$ cat src/logic/lcd_port_and_drive_config_regs.vh
/*
  register map, field positions and reset values of the lcd port and drive
  configuration block. assumes a 32-bit axi4-lite slave, one word per register.
*/
`ifndef LCD_PORT_AND_DRIVE_CONFIG_REGS_VH
`define LCD_PORT_AND_DRIVE_CONFIG_REGS_VH

// ==========================================================
// register indices and byte addresses
`define LCD_PIN_AND_DUTY_CONTROL_IDX 8'hc0
`define LCD_OPERATION_CONTROL_IDX 8'hc1
`define LCD_PIN_AND_DUTY_CONTROL_ADDR 12'h300
`define LCD_OPERATION_CONTROL_ADDR 12'h304
`define LCD_ADDR_W 12

// ==========================================================
// lcd_pin_and_duty_control fields
`define DUTY_FIELD_HIGH 7
`define DUTY_FIELD_LOW 6
`define BACKPLANE_DUPLICATE_BIT 5
`define EXPANSION_OPTION_BIT 4
`define SEGMENT_GROUP_BIT3 3
`define SEGMENT_GROUP_BIT0 0
`define LCD_PIN_AND_DUTY_CONTROL_RESET 8'h00

// ==========================================================
// lcd_operation_control fields
`define LCD_OP_RESERVED_BIT 7
`define DRIVE_POWER_CONTROL 6
`define DISPLAY_ACTIVATE 5
`define DISPLAY_DATA_CONTROL 4
`define FRAME_CLOCK_BIT3 3
`define FRAME_CLOCK_BIT1 1
`define FRAME_CLOCK_BIT0 0
`define LCD_OPERATION_CONTROL_RESET 8'h80

// ==========================================================
// duty codes and bus answers
`define DUTY_STATIC 2'h0
`define DUTY_HALF 2'h1
`define DUTY_THIRD 2'h2
`define DUTY_QUARTER 2'h3
`define AXI_RESP_OKAY 2'h0
`define AXI_RESP_SLVERR 2'h2

`endif

$ cat src/logic/lcd_clock_divider.v
/*
  free-running divider of the system clock giving one-cycle enable pulses at
  aclk/2 .. aclk/256. assumes sel is stable or that a glitch in one period is
  harmless to the frame timing.
*/
`timescale 1ns/1ns

module lcd_clock_divider #(
  parameter CNT_W = 8
)(
  input wire aclk,
  input wire aresetn,
  input wire run,
  input wire [2:0] sel,
  output reg tick
);

  reg [CNT_W-1:0] cnt;
  wire [CNT_W:0] wide_mask;
  wire [CNT_W-1:0] mask;

  // mask has sel+1 low ones: divide by 2^(sel+1)
  assign wide_mask = ({{(CNT_W-1){1'b0}}, 2'b10} << sel) - {{CNT_W{1'b0}}, 1'b1};
  assign mask = wide_mask[CNT_W-1:0];

  always @(posedge aclk)
  begin
    if (!aresetn)
    begin
      cnt <= {CNT_W{1'b0}};
      tick <= 1'b0;
    end
    else
    begin
      cnt <= cnt + {{(CNT_W-1){1'b0}}, 1'b1};
      tick <= run & ((cnt & mask) == mask);
    end
  end

endmodule // lcd_clock_divider

$ cat src/logic/lcd_port_and_drive_config.v
/*
  lcd port and drive configuration: axi4-lite register slave, segment pin
  function select, backplane routing, frame clock select and data blanking.
  assumes waveforms and ram segment data come from logic on aclk; watch_clk
  is an asynchronous pin, much slower than aclk.
*/
// The AXI4-Lite interface to the registers was decided locally.
`timescale 1ns/1ns
`include "lcd_port_and_drive_config_regs.vh"

module lcd_port_and_drive_config #(
  parameter SEG_N = 32
)(
  input wire aclk,
  input wire aresetn,
  input wire [31:0] s_axi_awaddr,
  input wire s_axi_awvalid,
  output reg s_axi_awready,
  input wire [31:0] s_axi_wdata,
  input wire [3:0] s_axi_wstrb,
  input wire s_axi_wvalid,
  output reg s_axi_wready,
  output reg [1:0] s_axi_bresp,
  output reg s_axi_bvalid,
  input wire s_axi_bready,
  input wire [31:0] s_axi_araddr,
  input wire s_axi_arvalid,
  output reg s_axi_arready,
  output reg [31:0] s_axi_rdata,
  output reg [1:0] s_axi_rresp,
  output reg s_axi_rvalid,
  input wire s_axi_rready,
  input wire watch_clk,
  input wire [SEG_N-1:0] ram_seg_data,
  input wire [3:0] com_wave,
  input wire com_nonselect_wave,
  input wire ext_latch_clk,
  input wire ext_shift_clk,
  input wire ext_serial_data,
  input wire ext_phase,
  output reg [SEG_N-1:0] seg_enable,
  output reg [SEG_N-1:0] seg_pin_out,
  output reg expansion_active,
  output reg [3:0] com_enable,
  output reg [3:0] com_out,
  output reg frame_clk_en,
  output reg controller_run,
  output reg drive_power_on
);

  // ==========================================================
  // register bus
  reg [7:0] lcd_pin_and_duty_control;
  reg [7:0] lcd_operation_control;
  reg [`LCD_ADDR_W-1:0] aw_addr;
  reg aw_full;
  reg [7:0] w_byte;
  reg w_lane0;
  reg w_full;
  wire aw_take;
  wire w_take;
  wire do_write;
  wire ar_take;
  wire [`LCD_ADDR_W-1:0] ar_addr;

  assign aw_take = s_axi_awvalid & s_axi_awready;
  assign w_take = s_axi_wvalid & s_axi_wready;
  assign do_write = aw_full & w_full & ~s_axi_bvalid;
  assign ar_take = s_axi_arvalid & s_axi_arready;
  assign ar_addr = s_axi_araddr[`LCD_ADDR_W-1:0];

  always @(posedge aclk)
  begin
    if (!aresetn)
    begin
      s_axi_awready <= 1'b1;
      s_axi_wready <= 1'b1;
      s_axi_bvalid <= 1'b0;
      s_axi_bresp <= `AXI_RESP_OKAY;
      aw_full <= 1'b0;
      w_full <= 1'b0;
      aw_addr <= {`LCD_ADDR_W{1'b0}};
      w_byte <= 8'h00;
      w_lane0 <= 1'b0;
      lcd_pin_and_duty_control <= `LCD_PIN_AND_DUTY_CONTROL_RESET;
      lcd_operation_control <= `LCD_OPERATION_CONTROL_RESET;
    end
    else
    begin
      if (aw_take)
      begin
        aw_addr <= s_axi_awaddr[`LCD_ADDR_W-1:0];
        aw_full <= 1'b1;
        s_axi_awready <= 1'b0;
      end
      if (w_take)
      begin
        w_byte <= s_axi_wdata[7:0];
        w_lane0 <= s_axi_wstrb[0];
        w_full <= 1'b1;
        s_axi_wready <= 1'b0;
      end
      if (do_write)
      begin
        aw_full <= 1'b0;
        w_full <= 1'b0;
        s_axi_bvalid <= 1'b1;
        s_axi_bresp <= `AXI_RESP_OKAY;
        // only byte lane 0 holds register bits; upper lanes are ignored
        if (aw_addr == `LCD_PIN_AND_DUTY_CONTROL_ADDR)
        begin
          if (w_lane0)
            lcd_pin_and_duty_control <= w_byte;
        end
        else if (aw_addr == `LCD_OPERATION_CONTROL_ADDR)
        begin
          if (w_lane0)
            lcd_operation_control <= {1'b1, w_byte[6:0]};
        end
        else
          s_axi_bresp <= `AXI_RESP_SLVERR;
      end
      if (s_axi_bvalid & s_axi_bready)
      begin
        s_axi_bvalid <= 1'b0;
        s_axi_awready <= 1'b1;
        s_axi_wready <= 1'b1;
      end
    end
  end

  always @(posedge aclk)
  begin
    if (!aresetn)
    begin
      s_axi_arready <= 1'b1;
      s_axi_rvalid <= 1'b0;
      s_axi_rdata <= 32'h00000000;
      s_axi_rresp <= `AXI_RESP_OKAY;
    end
    else
    begin
      if (ar_take)
      begin
        s_axi_arready <= 1'b0;
        s_axi_rvalid <= 1'b1;
        s_axi_rresp <= `AXI_RESP_OKAY;
        if (ar_addr == `LCD_PIN_AND_DUTY_CONTROL_ADDR)
          s_axi_rdata <= {24'h000000, lcd_pin_and_duty_control};
        else if (ar_addr == `LCD_OPERATION_CONTROL_ADDR)
          s_axi_rdata <= {24'h000000, lcd_operation_control};
        else
        begin
          s_axi_rdata <= 32'h00000000;
          s_axi_rresp <= `AXI_RESP_SLVERR;
        end
      end
      if (s_axi_rvalid & s_axi_rready)
      begin
        s_axi_rvalid <= 1'b0;
        s_axi_arready <= 1'b1;
      end
    end
  end

  // ==========================================================
  // field decode
  wire [1:0] duty;
  wire dup;
  wire expand;
  wire [3:0] seg_group;
  wire power_on;
  wire activate;
  wire show_ram;
  wire [3:0] frame_sel;
  wire [2:0] groups_on;

  assign duty = lcd_pin_and_duty_control[`DUTY_FIELD_HIGH:`DUTY_FIELD_LOW];
  assign dup = lcd_pin_and_duty_control[`BACKPLANE_DUPLICATE_BIT];
  assign expand = lcd_pin_and_duty_control[`EXPANSION_OPTION_BIT];
  assign seg_group = lcd_pin_and_duty_control[`SEGMENT_GROUP_BIT3:`SEGMENT_GROUP_BIT0];
  assign power_on = lcd_operation_control[`DRIVE_POWER_CONTROL];
  assign activate = lcd_operation_control[`DISPLAY_ACTIVATE];
  assign show_ram = lcd_operation_control[`DISPLAY_DATA_CONTROL];
  assign frame_sel = lcd_operation_control[`FRAME_CLOCK_BIT3:`FRAME_CLOCK_BIT0];
  // eight-pin groups counted from the top; 0000 and 0001 give none
  assign groups_on = seg_group[3] ? 3'h4 : {1'b0, seg_group[2:1]};

  // ==========================================================
  // frame clock select
  reg watch_meta;
  reg watch_sync;
  reg watch_last;
  reg watch_half;
  wire watch_rise;
  wire sys_tick;
  reg next_frame_tick;

  assign watch_rise = watch_sync & ~watch_last;

  always @(posedge aclk)
  begin
    if (!aresetn)
    begin
      watch_meta <= 1'b0;
      watch_sync <= 1'b0;
      watch_last <= 1'b0;
      watch_half <= 1'b0;
    end
    else
    begin
      watch_meta <= watch_clk;
      watch_sync <= watch_meta;
      watch_last <= watch_sync;
      if (watch_rise)
        watch_half <= ~watch_half;
    end
  end

  lcd_clock_divider #(
    .CNT_W(8)
  ) u_sys_div (
    .aclk(aclk),
    .aresetn(aresetn),
    .run(activate),
    .sel(frame_sel[2:0]),
    .tick(sys_tick)
  );

  always @*
  begin
    if (frame_sel[3])
      next_frame_tick = sys_tick;
    else if (frame_sel[`FRAME_CLOCK_BIT1])
      next_frame_tick = watch_rise & watch_half;
    else
      next_frame_tick = watch_rise;
  end

  // ==========================================================
  // segment pins
  wire [SEG_N-1:0] next_seg_enable;
  wire [SEG_N-1:0] next_seg_pin_out;
  wire [3:0] ext_sig;

  // top pin first: latch clock, shift clock, serial data, phase
  assign ext_sig = {ext_latch_clk, ext_shift_clk, ext_serial_data, ext_phase};

  genvar gi;
  generate
    for (gi = 0; gi < SEG_N; gi = gi + 1)
    begin : g_seg
      localparam integer GRP_I = gi / 8;
      localparam [2:0] GRP = GRP_I[2:0];
      wire is_ext;
      wire is_seg;
      wire ext_bit;
      assign is_ext = expand & (gi >= SEG_N - 4);
      assign is_seg = ~is_ext & ((GRP + groups_on) >= 3'h4);
      // only the top four pins can carry expansion signals; no index outside ext_sig
      if (gi >= SEG_N - 4)
      begin : g_top
        assign ext_bit = activate & ext_sig[gi + 4 - SEG_N];
      end
      else
      begin : g_low
        assign ext_bit = 1'b0;
      end
      assign next_seg_enable[gi] = is_seg | is_ext;
      // port pins stay low
      assign next_seg_pin_out[gi] = is_ext ? ext_bit :
        (is_seg & activate & show_ram & ram_seg_data[gi]);
    end
  endgenerate

  // ==========================================================
  // backplanes
  reg [3:0] next_com_enable;
  reg [3:0] next_com_wave;

  always @*
  begin
    next_com_enable = 4'hf;
    next_com_wave = com_wave;
    case (duty)
      `DUTY_STATIC:
      begin
        next_com_enable = dup ? 4'hf : 4'h1;
        next_com_wave = {4{com_wave[0]}};
      end
      `DUTY_HALF:
      begin
        next_com_enable = dup ? 4'hf : 4'h3;
        if (dup)
          next_com_wave = {com_wave[1], com_wave[1], com_wave[0], com_wave[0]};
      end
      `DUTY_THIRD:
      begin
        next_com_enable = dup ? 4'hf : 4'h7;
        next_com_wave = {com_nonselect_wave, com_wave[2:0]};
      end
      `DUTY_QUARTER:
      begin
        next_com_enable = 4'hf;
        next_com_wave = com_wave;
      end
      default:
      begin
        next_com_enable = 4'h0;
        next_com_wave = 4'h0;
      end
    endcase
  end

  // ==========================================================
  // output registers
  always @(posedge aclk)
  begin
    if (!aresetn)
    begin
      seg_enable <= {SEG_N{1'b0}};
      seg_pin_out <= {SEG_N{1'b0}};
      expansion_active <= 1'b0;
      com_enable <= 4'h0;
      com_out <= 4'h0;
      frame_clk_en <= 1'b0;
      controller_run <= 1'b0;
      drive_power_on <= 1'b0;
    end
    else
    begin
      seg_enable <= next_seg_enable;
      seg_pin_out <= next_seg_pin_out;
      expansion_active <= expand;
      com_enable <= next_com_enable;
      // halted controller drives the enabled backplanes low; com_enable is not gated
      com_out <= activate ? (next_com_wave & next_com_enable) : 4'h0;
      frame_clk_en <= activate & next_frame_tick;
      controller_run <= activate;
      drive_power_on <= power_on;
    end
  end

endmodule // lcd_port_and_drive_config

$ cat config.mk
export PLATFORM = sky130hd
export DESIGN_NAME = lcd_port_and_drive_config
export DESIGN_NICKNAME = d
export VERILOG_FILES = /design/src/logic/lcd_clock_divider.v /design/src/logic/lcd_port_and_drive_config.v
export VERILOG_INCLUDE_DIRS = /design/src /design/src/logic
export SDC_FILE = /design/constraint.sdc
export NUM_CORES = 1
export LEC_CHECK = 0
export BUFFER_PORTS_ARGS = -buffer_cell sky130_fd_sc_hd__buf_2
export CELL_PAD_IN_SITES_DETAIL_PLACEMENT = 0
export CELL_PAD_IN_SITES_GLOBAL_PLACEMENT = 1
export CORE_ASPECT_RATIO = 1.25
export CORE_MARGIN = 4
export CORE_UTILIZATION = 31
export CTS_CLUSTER_DIAMETER = 120
export DETAILED_ROUTE_END_ITERATION = 10
export PLACE_DENSITY = 0.9
export SLEW_MARGIN = 20
export SYNTH_ARGS = -nofsm -noshare
export SYNTH_HDL_FRONTEND = slang
export SYNTH_SLANG_ARGS = --single-unit
$ cat constraint.sdc
create_clock -name aclk -period 1.55 [get_ports aclk]
set_input_delay 0.0775 -clock aclk [delete_from_list [all_inputs] [get_ports aclk]]
set_output_delay 0.0775 -clock aclk [all_outputs]
set_load 0.005 [all_outputs]
==> results by group, run 1 <==
Timing
  • Final Hold Vio Count: 0
  • Setup TNS: 0 ns
  • Final period util: 88.6%
  • Final min period: 1.37 ns
  • Final setup margin: 0.176 ns
  • Fin. max-slew vios: 0
  • Maximum clock rate: 0.728 GHz
  • Clk_skew: 0.00747 ns
  • RSZ-0062 raised after global routing: false
  • Final setup viols: 0

Clock network
  • Reg clk slew, reported paths: 0.06 ns
  • # hold bufs at CTS: 69
  • Setup Buffers After CTS: 0
  • Num CTS Buffers: 17
  • CTS max path bufs: 2
  • CTS tree: done
  • Post_cts resized: 0
  • Number of H-tree levels: 4
  • Sink Count: 115
  • Worst-skew pair later-pin latency: 0.40 ns
  • Root Driver: clkbuf_16

Floorplan
  • Rows: 49
  • Initial core utilization: 31.5%
  • Io pins: 266
  • Die W: 116 um
  • Die height: 143 um
  • Die ar.: 0.0166 sq mm
  • CORE AREA: 0.0143 sq mm

Finish
  • Diode count: 0
  • Finished Layout Cells: 884
  • Layout cells sized above 1: 31.7%
  • # nets final: 843
  • Most common cell after layout, fill and taps aside: buf_2
  • Post-Layout Inst Area: 0.00657 sq mm
  • Most frequent cells in the layout: buf_2 (172), dfxtp_1 (115), dlygate4sd3_1 (69)
  • Area grow syn2layout: 45.1%

Critical path
  • Crit path max fanout: 10
  • Data arrival at the endpoint of the critical path: 1.72 ns
  • WS Path Type: flip-flop to flip-flop
  • WP data required: 1.90 ns
  • CP Capture Type: flip-flop
  • Reg2reg setup slack: 0.18 ns
  • Crit start category: flip-flop

Placement
  • Placed cell count: 783
  • GPL Wtd Cong: 0.738
  • DP Wirelength: 8.23 mm
  • Pre-CTS setup slack: 0.196 ns
  • IO buf count: 172
  • Placed cell areas: 0.00525 sq mm

GRT
  • GR met3 Demand/Resource: 3.90%
  • GR Util met1: 15.2%
  • Vias in the first global route: 3663
  • First-pass GRT wire length: 17.6 mm
  • GRT Max-Usage Layer: met2
  • All-Layer GR Usage: 13.6%
  • Initial antenna violation count: 0
  • Largest net degree at the start of global routing: 64
  • Gr ovfl total: 0
  • GR met2 Demand/Resource: 23.8%

Power
  • Sequential power share: 40.3%
  • Worst VDD drop: 629 uV
  • P_sw: 1.74 mW
  • Internal power: 5.90 mW
  • Leak pwr: 3.10 nW
  • Net Sw Frac: 22.8%
  • Pwr/cell area: 1160 mW/mm^2
  • Part of the power in combinational logic: 6.6%
  • Clock Power Share: 53.1%

Routing
  • First DRT Iteration DRCs: 162
  • Final ANT Viol Nets: 0
  • Average wire per standard cell: 13.0 um
  • DRC viols: 0
  • Total iterations of the first detailed-routing run: 4
  • Post-Route WL: 11.5 mm
  • Via count: 3825
  • Via density: 4.33

Synth
  • #FFs+latches synth: 115
  • Async SR Flop Fraction: 0%
  • Most used DFF post-synth: dfxtp_1
  • Yosys warns: 0
  • Mean Syn Cell Area: 9.49 sq um
  • Main combinational cell family by area after synthesis: simple AND/OR/NAND/NOR gates
  • Post-synth EDFFs: 0
  • XOR/XNOR Fraction of Synth Area: 0.968%
  • Adder-cell share of the synthesized area: 0.276%
  • Compound-Gate Fraction of Synth Area: 13.0%
  • Syn Inst Count: 477
  • Mux contribution to synthesized area: 2.27%
  • Simple-gate share of the synthesized area: 20.9%
  • Post-Syn Area: 0.00453 sq mm
  • Sequential share of the synthesized area: 50.9%
  • Yosys cell types: 45

Run
  • Max-cap violation count: 0

Min path
  • Hold Path Class: primary input to flip-flop

Status
  • Status: complete, no violations
logic make-up after synthesis:
logic type / after synthesis
AO/OA/AOI/OAI: 83
XOR/XNOR: 5
adder cells (fa/ha/maj): 1
buffers and inverters: 80
flip-flops: 115
multiplexers: 10
other: 1
AND/OR/NAND/NOR: 182
sequential cells by signal, summed over array words and instances, names as in the netlist, 4 cells and up:
name and flops:
s_axi_rdata 8, w_byte 8, seg_enable 5, aw_addr 12
lcd_operation_control 7, com_enable 4, seg_pin_out 32, u_sys_div.cnt 8
com_out 4, lcd_pin_and_duty_control 8
metal layers:
metal	share of wire, %	wire length, um
met3	6.5	743
met5	0	0
met4	1.9	219
met1	40	4670
met2	51	5890
critical path: stages, from the launching register on:
cell	delay (ns)
dfxtp_1	0.54
nand3_1	0.19
nor2_1	0.39
and2_1	0.21
worst paths after layout:
path	from	endpoint	cells past startpoint
worst max-delay path	lcd_operation_control[5]	seg_pin_out[20]	3
worst min-delay path	s_axi_arvalid	s_axi_rresp[1]	4
worst max register to register	lcd_operation_control[5]	seg_pin_out[20]	3
worst min register to register	watch_meta	watch_sync	1
power by group through the flow:
| stage | Sequential, mW | Combinational, mW | Clock (mW) |
|---|---|---|---|
| floorplan | 3.14 | 0.242 | 0 |
| global placement | 3.14 | 0.358 | 0 |
| finish | 3.08 | 0.503 | 4.06 |
| detailed placement | 3.15 | 0.364 | 0 |
| global route | 3.09 | 0.559 | 4.30 |
| CTS | 3.08 | 0.505 | 4.18 |
area by class of cell:
type / count / area [sq um]
Timing Repair Buffer: 246 / 1600
Inverter: 6 / 22.5
Tap cell: 178 / 223
Sequential cell: 115 / 2300
Clock buffer: 17 / 425
Fill cell: 1361 / 7780
Clock inverter: 15 / 198
Multi-Input combinational cell: 307 / 1790
synthesized netlist by cell type (all sizes together) (2+ instances only):
cell type | number | share of area (%)
nor2 | 14 | 1.2
nor3 | 4 | 0.44
o21ai | 33 | 4.4
nor2b | 11 | 1.5
nand3 | 18 | 2.0
nand4 | 2 | 0.41
mux2 | 2 | 0.50
nand2 | 68 | 5.6
nor4 | 4 | 0.88
and3 | 3 | 0.41
inv | 6 | 0.50
a21oi | 6 | 0.66
nand2b | 4 | 0.55
dfxtp | 115 | 51
clkbuf | 12 | 1.0
o31a | 2 | 0.39
xnor2 | 4 | 0.77
a21boi | 25 | 4.1
and2 | 45 | 6.2
a32oi | 4 | 0.77
or3 | 2 | 0.28
o211a | 8 | 1.8
buf | 62 | 10
mux2i | 8 | 1.8
per-stage QoR:
stage	utilization (%)	hold WS [ns]	total power [mW]
finish	45.8	0.0483	7.64
CTS	45.8	0.0269	7.76
global placement	36.6	0.277	3.50
global route	45.8	0.0561	7.95
floorplan	-	0.105	3.38
detailed placement	36.6	0.279	3.51
Note: power is estimated with default switching activity, not from simulation.
==> run 2: changes to the inputs <==
--- a/config.mk
+++ b/config.mk
@@ -14,7 +14,7 @@
 export CORE_UTILIZATION = 31
 export CTS_CLUSTER_DIAMETER = 120
 export DETAILED_ROUTE_END_ITERATION = 10
-export PLACE_DENSITY = 0.9
+export PLACE_DENSITY = 0.78
 export SLEW_MARGIN = 20
 export SYNTH_ARGS = -nofsm -noshare
 export SYNTH_HDL_FRONTEND = slang
==> results by group, run 2 (synthesis results as in run 1) <==
Critical path
  • CP peak stage delay: 0.46 ns (was 0.54 ns)
  • Reg2reg setup slack: 0.16 ns (was 0.18 ns)
  • Crit-path slowest cell: and2_1 (was dfxtp_1)
  • Worst r2r path cells: 4 (was 3)
  • Buffer and inverter count on the worst path: 0 (unchanged)
  • Crit start category: flip-flop (unchanged)
  • CP Capture Type: flip-flop (unchanged)
  • WP data required: 1.90 ns (about the same)
  • Data arrival at the endpoint of the critical path: 1.74 ns (was 1.72 ns)
  • Reg2reg end: s_axi_rdata[7] (was seg_pin_out[20])
  • Worst-path cell chain: and2_1 > o21ai_0 > o21ai_0 > and2_1 (was nand3_1 > nor2_1 > and2_1)
  • WS Path Type: flip-flop to flip-flop (unchanged)
  • Largest delay contributor family on the critical path: simple AND/OR/NAND/NOR gates (unchanged)
  • Reg2reg start: s_axi_arready (was lcd_operation_control[5])
  • Crit path max fanout: 16 (was 10)

Min path
  • Worst hold start: com_wave[3] (was s_axi_arvalid)
  • Hold path endpoint: com_out[3] (was s_axi_rresp[1])
  • Hold Path Class: primary input to flip-flop (unchanged)
  • Hold path depth: 3 (was 4)

GRT
  • All-Layer GR Usage: 13.8% (was 13.6%)
  • Initial antenna violation count: 0 (unchanged)
  • Vias in the first global route: 3915 (was 3663)
  • Largest net degree at the start of global routing: 24 (was 64)
  • First-pass GRT wire length: 18.0 mm (was 17.6 mm)
  • Gr ovfl total: 0 (unchanged)

Placement
  • Placed cell count: 786 (was 783)
  • Placed cell areas: 0.00526 sq mm (was 0.00525 sq mm)
  • IO buf count: 172 (unchanged)
  • Pre-CTS setup slack: 0.117 ns (was 0.196 ns)
  • DP Wirelength: 8.47 mm (was 8.23 mm)
  • GPL Wtd Cong: 0.754 (was 0.738)

Floorplan
  • Die ar.: 0.0166 sq mm (unchanged)
  • Die height: 143 um (unchanged)
  • Io pins: 266 (unchanged)
  • Die W: 116 um (unchanged)
  • Rows: 49 (unchanged)
  • Initial core utilization: 31.5% (unchanged)
  • CORE AREA: 0.0143 sq mm (unchanged)

Finish
  • Layout cells sized above 1: 31.8% (was 31.7%)
  • Most common cell after layout, fill and taps aside: buf_2 (unchanged)
  • Largest regs: seg_pin_out x32, aw_addr x12 (unchanged)
  • Diode count: 0 (unchanged)
  • Largest register by flop count: seg_pin_out (unchanged)
  • Finished Layout Cells: 885 (was 884)
  • Multi-input gate area: 0.00179 sq mm (unchanged)
  • Max FFs per register: 32 (unchanged)
  • Area grow syn2layout: 44.8% (was 45.1%)
  • Post-Layout Inst Area: 0.00656 sq mm (was 0.00657 sq mm)
  • Filler Cell Count: 1381 (was 1361)
  • # nets final: 845 (was 843)
  • Most frequent cells in the layout: buf_2 (172), dfxtp_1 (115), nand2_1 (68), dlygate4sd3_1 (68), and2_1 (45) (was buf_2 (172), dfxtp_1 (115), dlygate4sd3_1 (69))
  • Sequential Area: 0.00230 sq mm (unchanged)

Routing
  • Post-Route WL: 11.7 mm (was 11.5 mm)
  • DRC viols: 0 (unchanged)
  • Final ANT Viol Nets: 0 (unchanged)
  • Via count: 3931 (was 3825)
  • First DRT Iteration DRCs: 78 (was 162)
  • Via density: 4.44 (was 4.33)
  • Total iterations of the first detailed-routing run: 4 (unchanged)
  • Average wire per standard cell: 13.2 um (was 13.0 um)

Clock network
  • Number of H-tree levels: 4 (unchanged)
  • CTS tree: done (unchanged)
  • Setup Buffers After CTS: 0 (unchanged)
  • Sink Count: 115 (unchanged)
  • CTS max path bufs: 2 (unchanged)
  • Worst-skew pair later-pin latency: 0.40 ns (about the same)
  • Num CTS Buffers: 17 (unchanged)
  • Reg clk slew, reported paths: 0.05 ns (was 0.06 ns)
  • Root Driver: clkbuf_16 (unchanged)

Timing
  • Hold WS: 0.0347 ns (was 0.0483 ns)
  • RSZ-0062 raised after global routing: false (unchanged)
  • Worst Tran Pin Value: 0.503 ns
  • Final min period: 1.39 ns (was 1.37 ns)
  • Setup TNS: 0 ns (unchanged)
  • Final setup margin: 0.156 ns (was 0.176 ns)
  • Maximum clock rate: 0.717 GHz (was 0.728 GHz)
  • Max-slew headroom: 66.5%
  • Final setup viols: 0 (unchanged)
  • Fin. max-slew vios: 0 (unchanged)
  • Final Hold Vio Count: 0 (unchanged)
  • Final period util: 90.0% (was 88.6%)
  • Clk_skew: 0.00519 ns (was 0.00747 ns)

Power
  • Worst VDD drop: 545 uV (was 629 uV)
  • Leak pwr: 3.10 nW (about the same)
  • Pwr/cell area: 1150 mW/mm^2 (was 1160 mW/mm^2)

Run
  • Max-cap violation count: 0 (unchanged)

Status
  • Status: complete, no violations (unchanged)
run 2: worst max path at each step:
stage                                from                        to  cells past startpoint
after global routing        s_axi_arready            s_axi_rdata[7]                      4
after global placement      s_axi_arready            s_axi_rdata[7]                      4
after floorplan               aw_addr[11]  lcd_operation_control[4]                      5
final                       s_axi_arready            s_axi_rdata[7]                      4
after detailed placement  s_axi_araddr[1]            s_axi_rdata[1]                      5
after CTS                   s_axi_arready            s_axi_rdata[7]                      4
run 2: report_power, final:
group	internal (mW)	total (mW)	switching, mW	leakage (nW)
combinational	0.292	0.504	0.212	1.87
clock	2.68	3.97	1.29	0.294
sequential	3.03	3.09	0.0514	0.934
total	6.01	7.56	1.56	3.10
run 2: through the flow:
stage               util (%)  total power, mW
floorplan                  -             3.38
global placement        36.7             3.50
detailed placement      36.7             3.51
CTS                     45.7             7.64
global route            45.7             7.85
finish                  45.7             7.56
run 2: what timing repair did:
item | CTS | global route
hold buffers | 68 | 0
endpoints found under the hold margin | 61 | 0
setup endpoints to repair | 0 | 0
gates resized for setup | 0 | 0
run 2: area by class of cell:
cell class,count,area share [%]
well taps,178,3.40
multi-input cells,307,27.4
clock buffers,22,7.39
flip-flops and latches,115,35.1
clock inverters,9,1.95
repair buffers,248,24.4
inverters,6,0.344
run 2: per-layer routing:
| metal | up-vias | GRT usage [%] | routed length [um] |
|---|---|---|---|
| met4 | 0 | 8.12 | 411 |
| met3 | 34 | 3.31 | 783 |
| met1 | 1785 | 14.6 | 4580 |
| li1 | 1959 | - | - |
| met2 | 153 | 24.6 | 5910 |
| met5 | - | 0 | 0 |
run 2: worst min-delay path, stage by stage:
cell and delay, ns:
buf_2 0.11, a21oi_1 0.13, nor4_1 0.07
==> run 3: changes to the inputs <==
--- a/config.mk
+++ b/config.mk
@@ -14,6 +14,7 @@
 export CORE_UTILIZATION = 31
 export CTS_CLUSTER_DIAMETER = 120
 export DETAILED_ROUTE_END_ITERATION = 10
+export MAX_ROUTING_LAYER = met4
 export PLACE_DENSITY = 0.78
 export SLEW_MARGIN = 20
 export SYNTH_ARGS = -nofsm -noshare
==> results by group, run 3 (synthesis results as in run 1) <==
Status
  • Status: complete, no violations (unchanged)

Critical path
  • WS Path Type: flip-flop to flip-flop (unchanged)
  • Crit start category: flip-flop (unchanged)
  • Buffer and inverter count on the worst path: 0 (unchanged)
  • Worst-path cell chain: and2_1 > o21ai_0 > o211a_1 (was and2_1 > o21ai_0 > o21ai_0 > and2_1)
  • CP peak stage delay: 0.45 ns (was 0.46 ns)
  • Data arrival at the endpoint of the critical path: 1.67 ns (was 1.74 ns)
  • WP data required: 1.85 ns (was 1.90 ns)
  • Crit path max fanout: 16 (unchanged)
  • Crit-path slowest cell: and2_1 (unchanged)
  • CP Capture Type: flip-flop (unchanged)
  • Largest delay contributor family on the critical path: compound AO/OA/AOI/OAI gates (was simple AND/OR/NAND/NOR gates)

Power
  • Total power: 7.56 mW (about the same)
  • P_sw: 1.56 mW (about the same)
  • Net Sw Frac: 20.6% (about the same)
  • Leak pwr: 3.10 nW (unchanged)
  • Worst VDD drop: 546 uV (was 545 uV)
  • Sequential power share: 40.8% (about the same)
  • Internal power: 6.00 mW (was 6.01 mW)
  • Clock Power Share: 52.5% (about the same)
  • Part of the power in combinational logic: 6.7% (about the same)
  • Pwr/cell area: 1150 mW/mm^2 (about the same)

Timing
  • Maximum clock rate: 0.727 GHz (was 0.717 GHz)
  • Final setup viols: 0 (unchanged)
  • Clk_skew: 0.00723 ns (was 0.00519 ns)
  • Setup TNS: 0 ns (unchanged)
  • Final period util: 88.7% (was 90.0%)
  • RSZ-0062 raised after global routing: false (unchanged)
  • Final min period: 1.38 ns (was 1.39 ns)
  • Final Hold Vio Count: 0 (unchanged)
  • Fin. max-slew vios: 0 (unchanged)
  • Hold WS: 0.0361 ns (was 0.0347 ns)

Floorplan
  • CORE AREA: 0.0143 sq mm (unchanged)
  • Die W: 116 um (unchanged)
  • Rows: 49 (unchanged)
  • Die ar.: 0.0166 sq mm (unchanged)
  • Initial core utilization: 31.5% (unchanged)
  • Die height: 143 um (unchanged)
  • Io pins: 266 (unchanged)

Routing
  • Via count: 3932 (was 3931)
  • Post-Route WL: 11.7 mm (about the same)
  • Average wire per standard cell: 13.2 um (about the same)
  • Final ANT Viol Nets: 0 (unchanged)
  • Via density: 4.44 (about the same)
  • Total iterations of the first detailed-routing run: 5 (was 4)
  • First DRT Iteration DRCs: 84 (was 78)
  • DRC viols: 0 (unchanged)

Finish
  • Area grow syn2layout: 44.8% (unchanged)
  • Sequential Area: 0.00230 sq mm (unchanged)
  • Layout cells sized above 1: 31.8% (unchanged)
  • Filler Cell Count: 1381 (unchanged)
  • Max FFs per register: 32 (unchanged)
  • Most frequent cells in the layout: buf_2 (172), dfxtp_1 (115), nand2_1 (68), dlygate4sd3_1 (68), and2_1 (45) (unchanged)
  • Diode count: 0 (unchanged)
  • Most common cell after layout, fill and taps aside: buf_2 (unchanged)
  • Largest register by flop count: seg_pin_out (unchanged)
  • Multi-input gate area: 0.00179 sq mm (unchanged)
  • Final core utilization: 45.7% (unchanged)
  • Largest regs: seg_pin_out x32, aw_addr x12 (unchanged)
  • # nets final: 845 (unchanged)
  • Post-Layout Inst Area: 0.00656 sq mm (unchanged)

Placement
  • IO buf count: 172 (unchanged)
  • DP Wirelength: 8.47 mm (unchanged)
  • GPL Wtd Cong: 0.764 (was 0.754)
  • Placed cell areas: 0.00526 sq mm (unchanged)

Clock network
  • Number of H-tree levels: 4 (unchanged)
  • Worst-skew pair later-pin latency: 0.40 ns (about the same)
  • Sink Count: 115 (unchanged)
  • Post_cts resized: 0 (unchanged)
  • Root Driver: clkbuf_16 (unchanged)
  • Num CTS Buffers: 17 (unchanged)
  • Reg clk slew, reported paths: 0.05 ns (about the same)
  • CTS max path bufs: 2 (unchanged)
  • CTS tree: done (unchanged)

GRT
  • Initial antenna violation count: 0 (unchanged)
  • Vias in the first global route: 3911 (was 3915)
  • Largest net degree at the start of global routing: 24 (unchanged)
  • All-Layer GR Usage: 14.2% (was 13.8%)
  • First-pass GRT wire length: 18.0 mm (about the same)
  • Gr ovfl total: 0 (unchanged)

Run
  • Max-cap violation count: 0 (unchanged)

Min path
  • Hold Path Class: primary input to flip-flop (unchanged)
==> run 3: cell counts in the layout (fill, tap and decap cells not counted) <==
No cell type changed its count.
==> run 3: stage by stage <==
step | setup slack [ns] | instances
floorplan | 0.270 | 502
global placement | 0.199 | 786
detailed placement | 0.117 | 786
finish | 0.175 | 885
CTS | 0.157 | 885
global route | 0.0574 | 885
==> run 3: path summary, 6_finish.rpt <==
check                start        endpoint  slack (ns)  depth (start not counted)
min reg2reg     watch_meta      watch_sync        0.43                          1
max reg2reg  s_axi_arready  s_axi_rdata[1]        0.17                          3
min            com_wave[3]      com_out[3]        0.04                          3
max          s_axi_arready  s_axi_rdata[1]        0.17                          3
==> run 3: tightest hold or removal path, stage by stage <==
cell     delay, ns
buf_2         0.11
a21oi_1       0.13
nor4_1        0.07
==> run 3: area by class of cell <==
cell class,count,share of cell area [%]
Clock inverter,9,1.95
Tap cell,178,3.40
Clock buffer,22,7.39
Sequential cell,115,35.1
Timing Repair Buffer,248,24.4
Multi-Input combinational cell,307,27.4
Inverter,6,0.344
==> run 3: layer usage <==
| metal | vias to the layer above | part of all wire (%) | global-route usage [%] | wire length, um |
|---|---|---|---|---|
| li1 | 1960 | - | - | - |
| met1 | 1792 | 39 | 14.7 | 4590 |
| met2 | 154 | 51 | 24.8 | 6010 |
| met3 | 26 | 6.7 | 3.48 | 786 |
| met4 | 0 | 2.7 | 7.33 | 313 |
| met5 | - | 0 | - | 0 |
==> run 3: power by group through the flow <==
stage	combinational [mW]	clock, mW	sequential (mW)
2_1_floorplan	0.242	0	3.14
3_3_place_gp	0.361	0	3.14
3_5_place_dp	0.367	0	3.15
4_1_cts	0.506	4.05	3.09
5_1_grt	0.562	4.20	3.09
6_report	0.504	3.97	3.09
==> run 3: timing repair <==
| action | CTS | global route |
|---|---|---|
| buffers inserted | 0 | 0 |
| hold buffers | 68 | 0 |
| endpoints found under the hold margin | 61 | 0 |
| setup endpoints to repair | 0 | 0 |
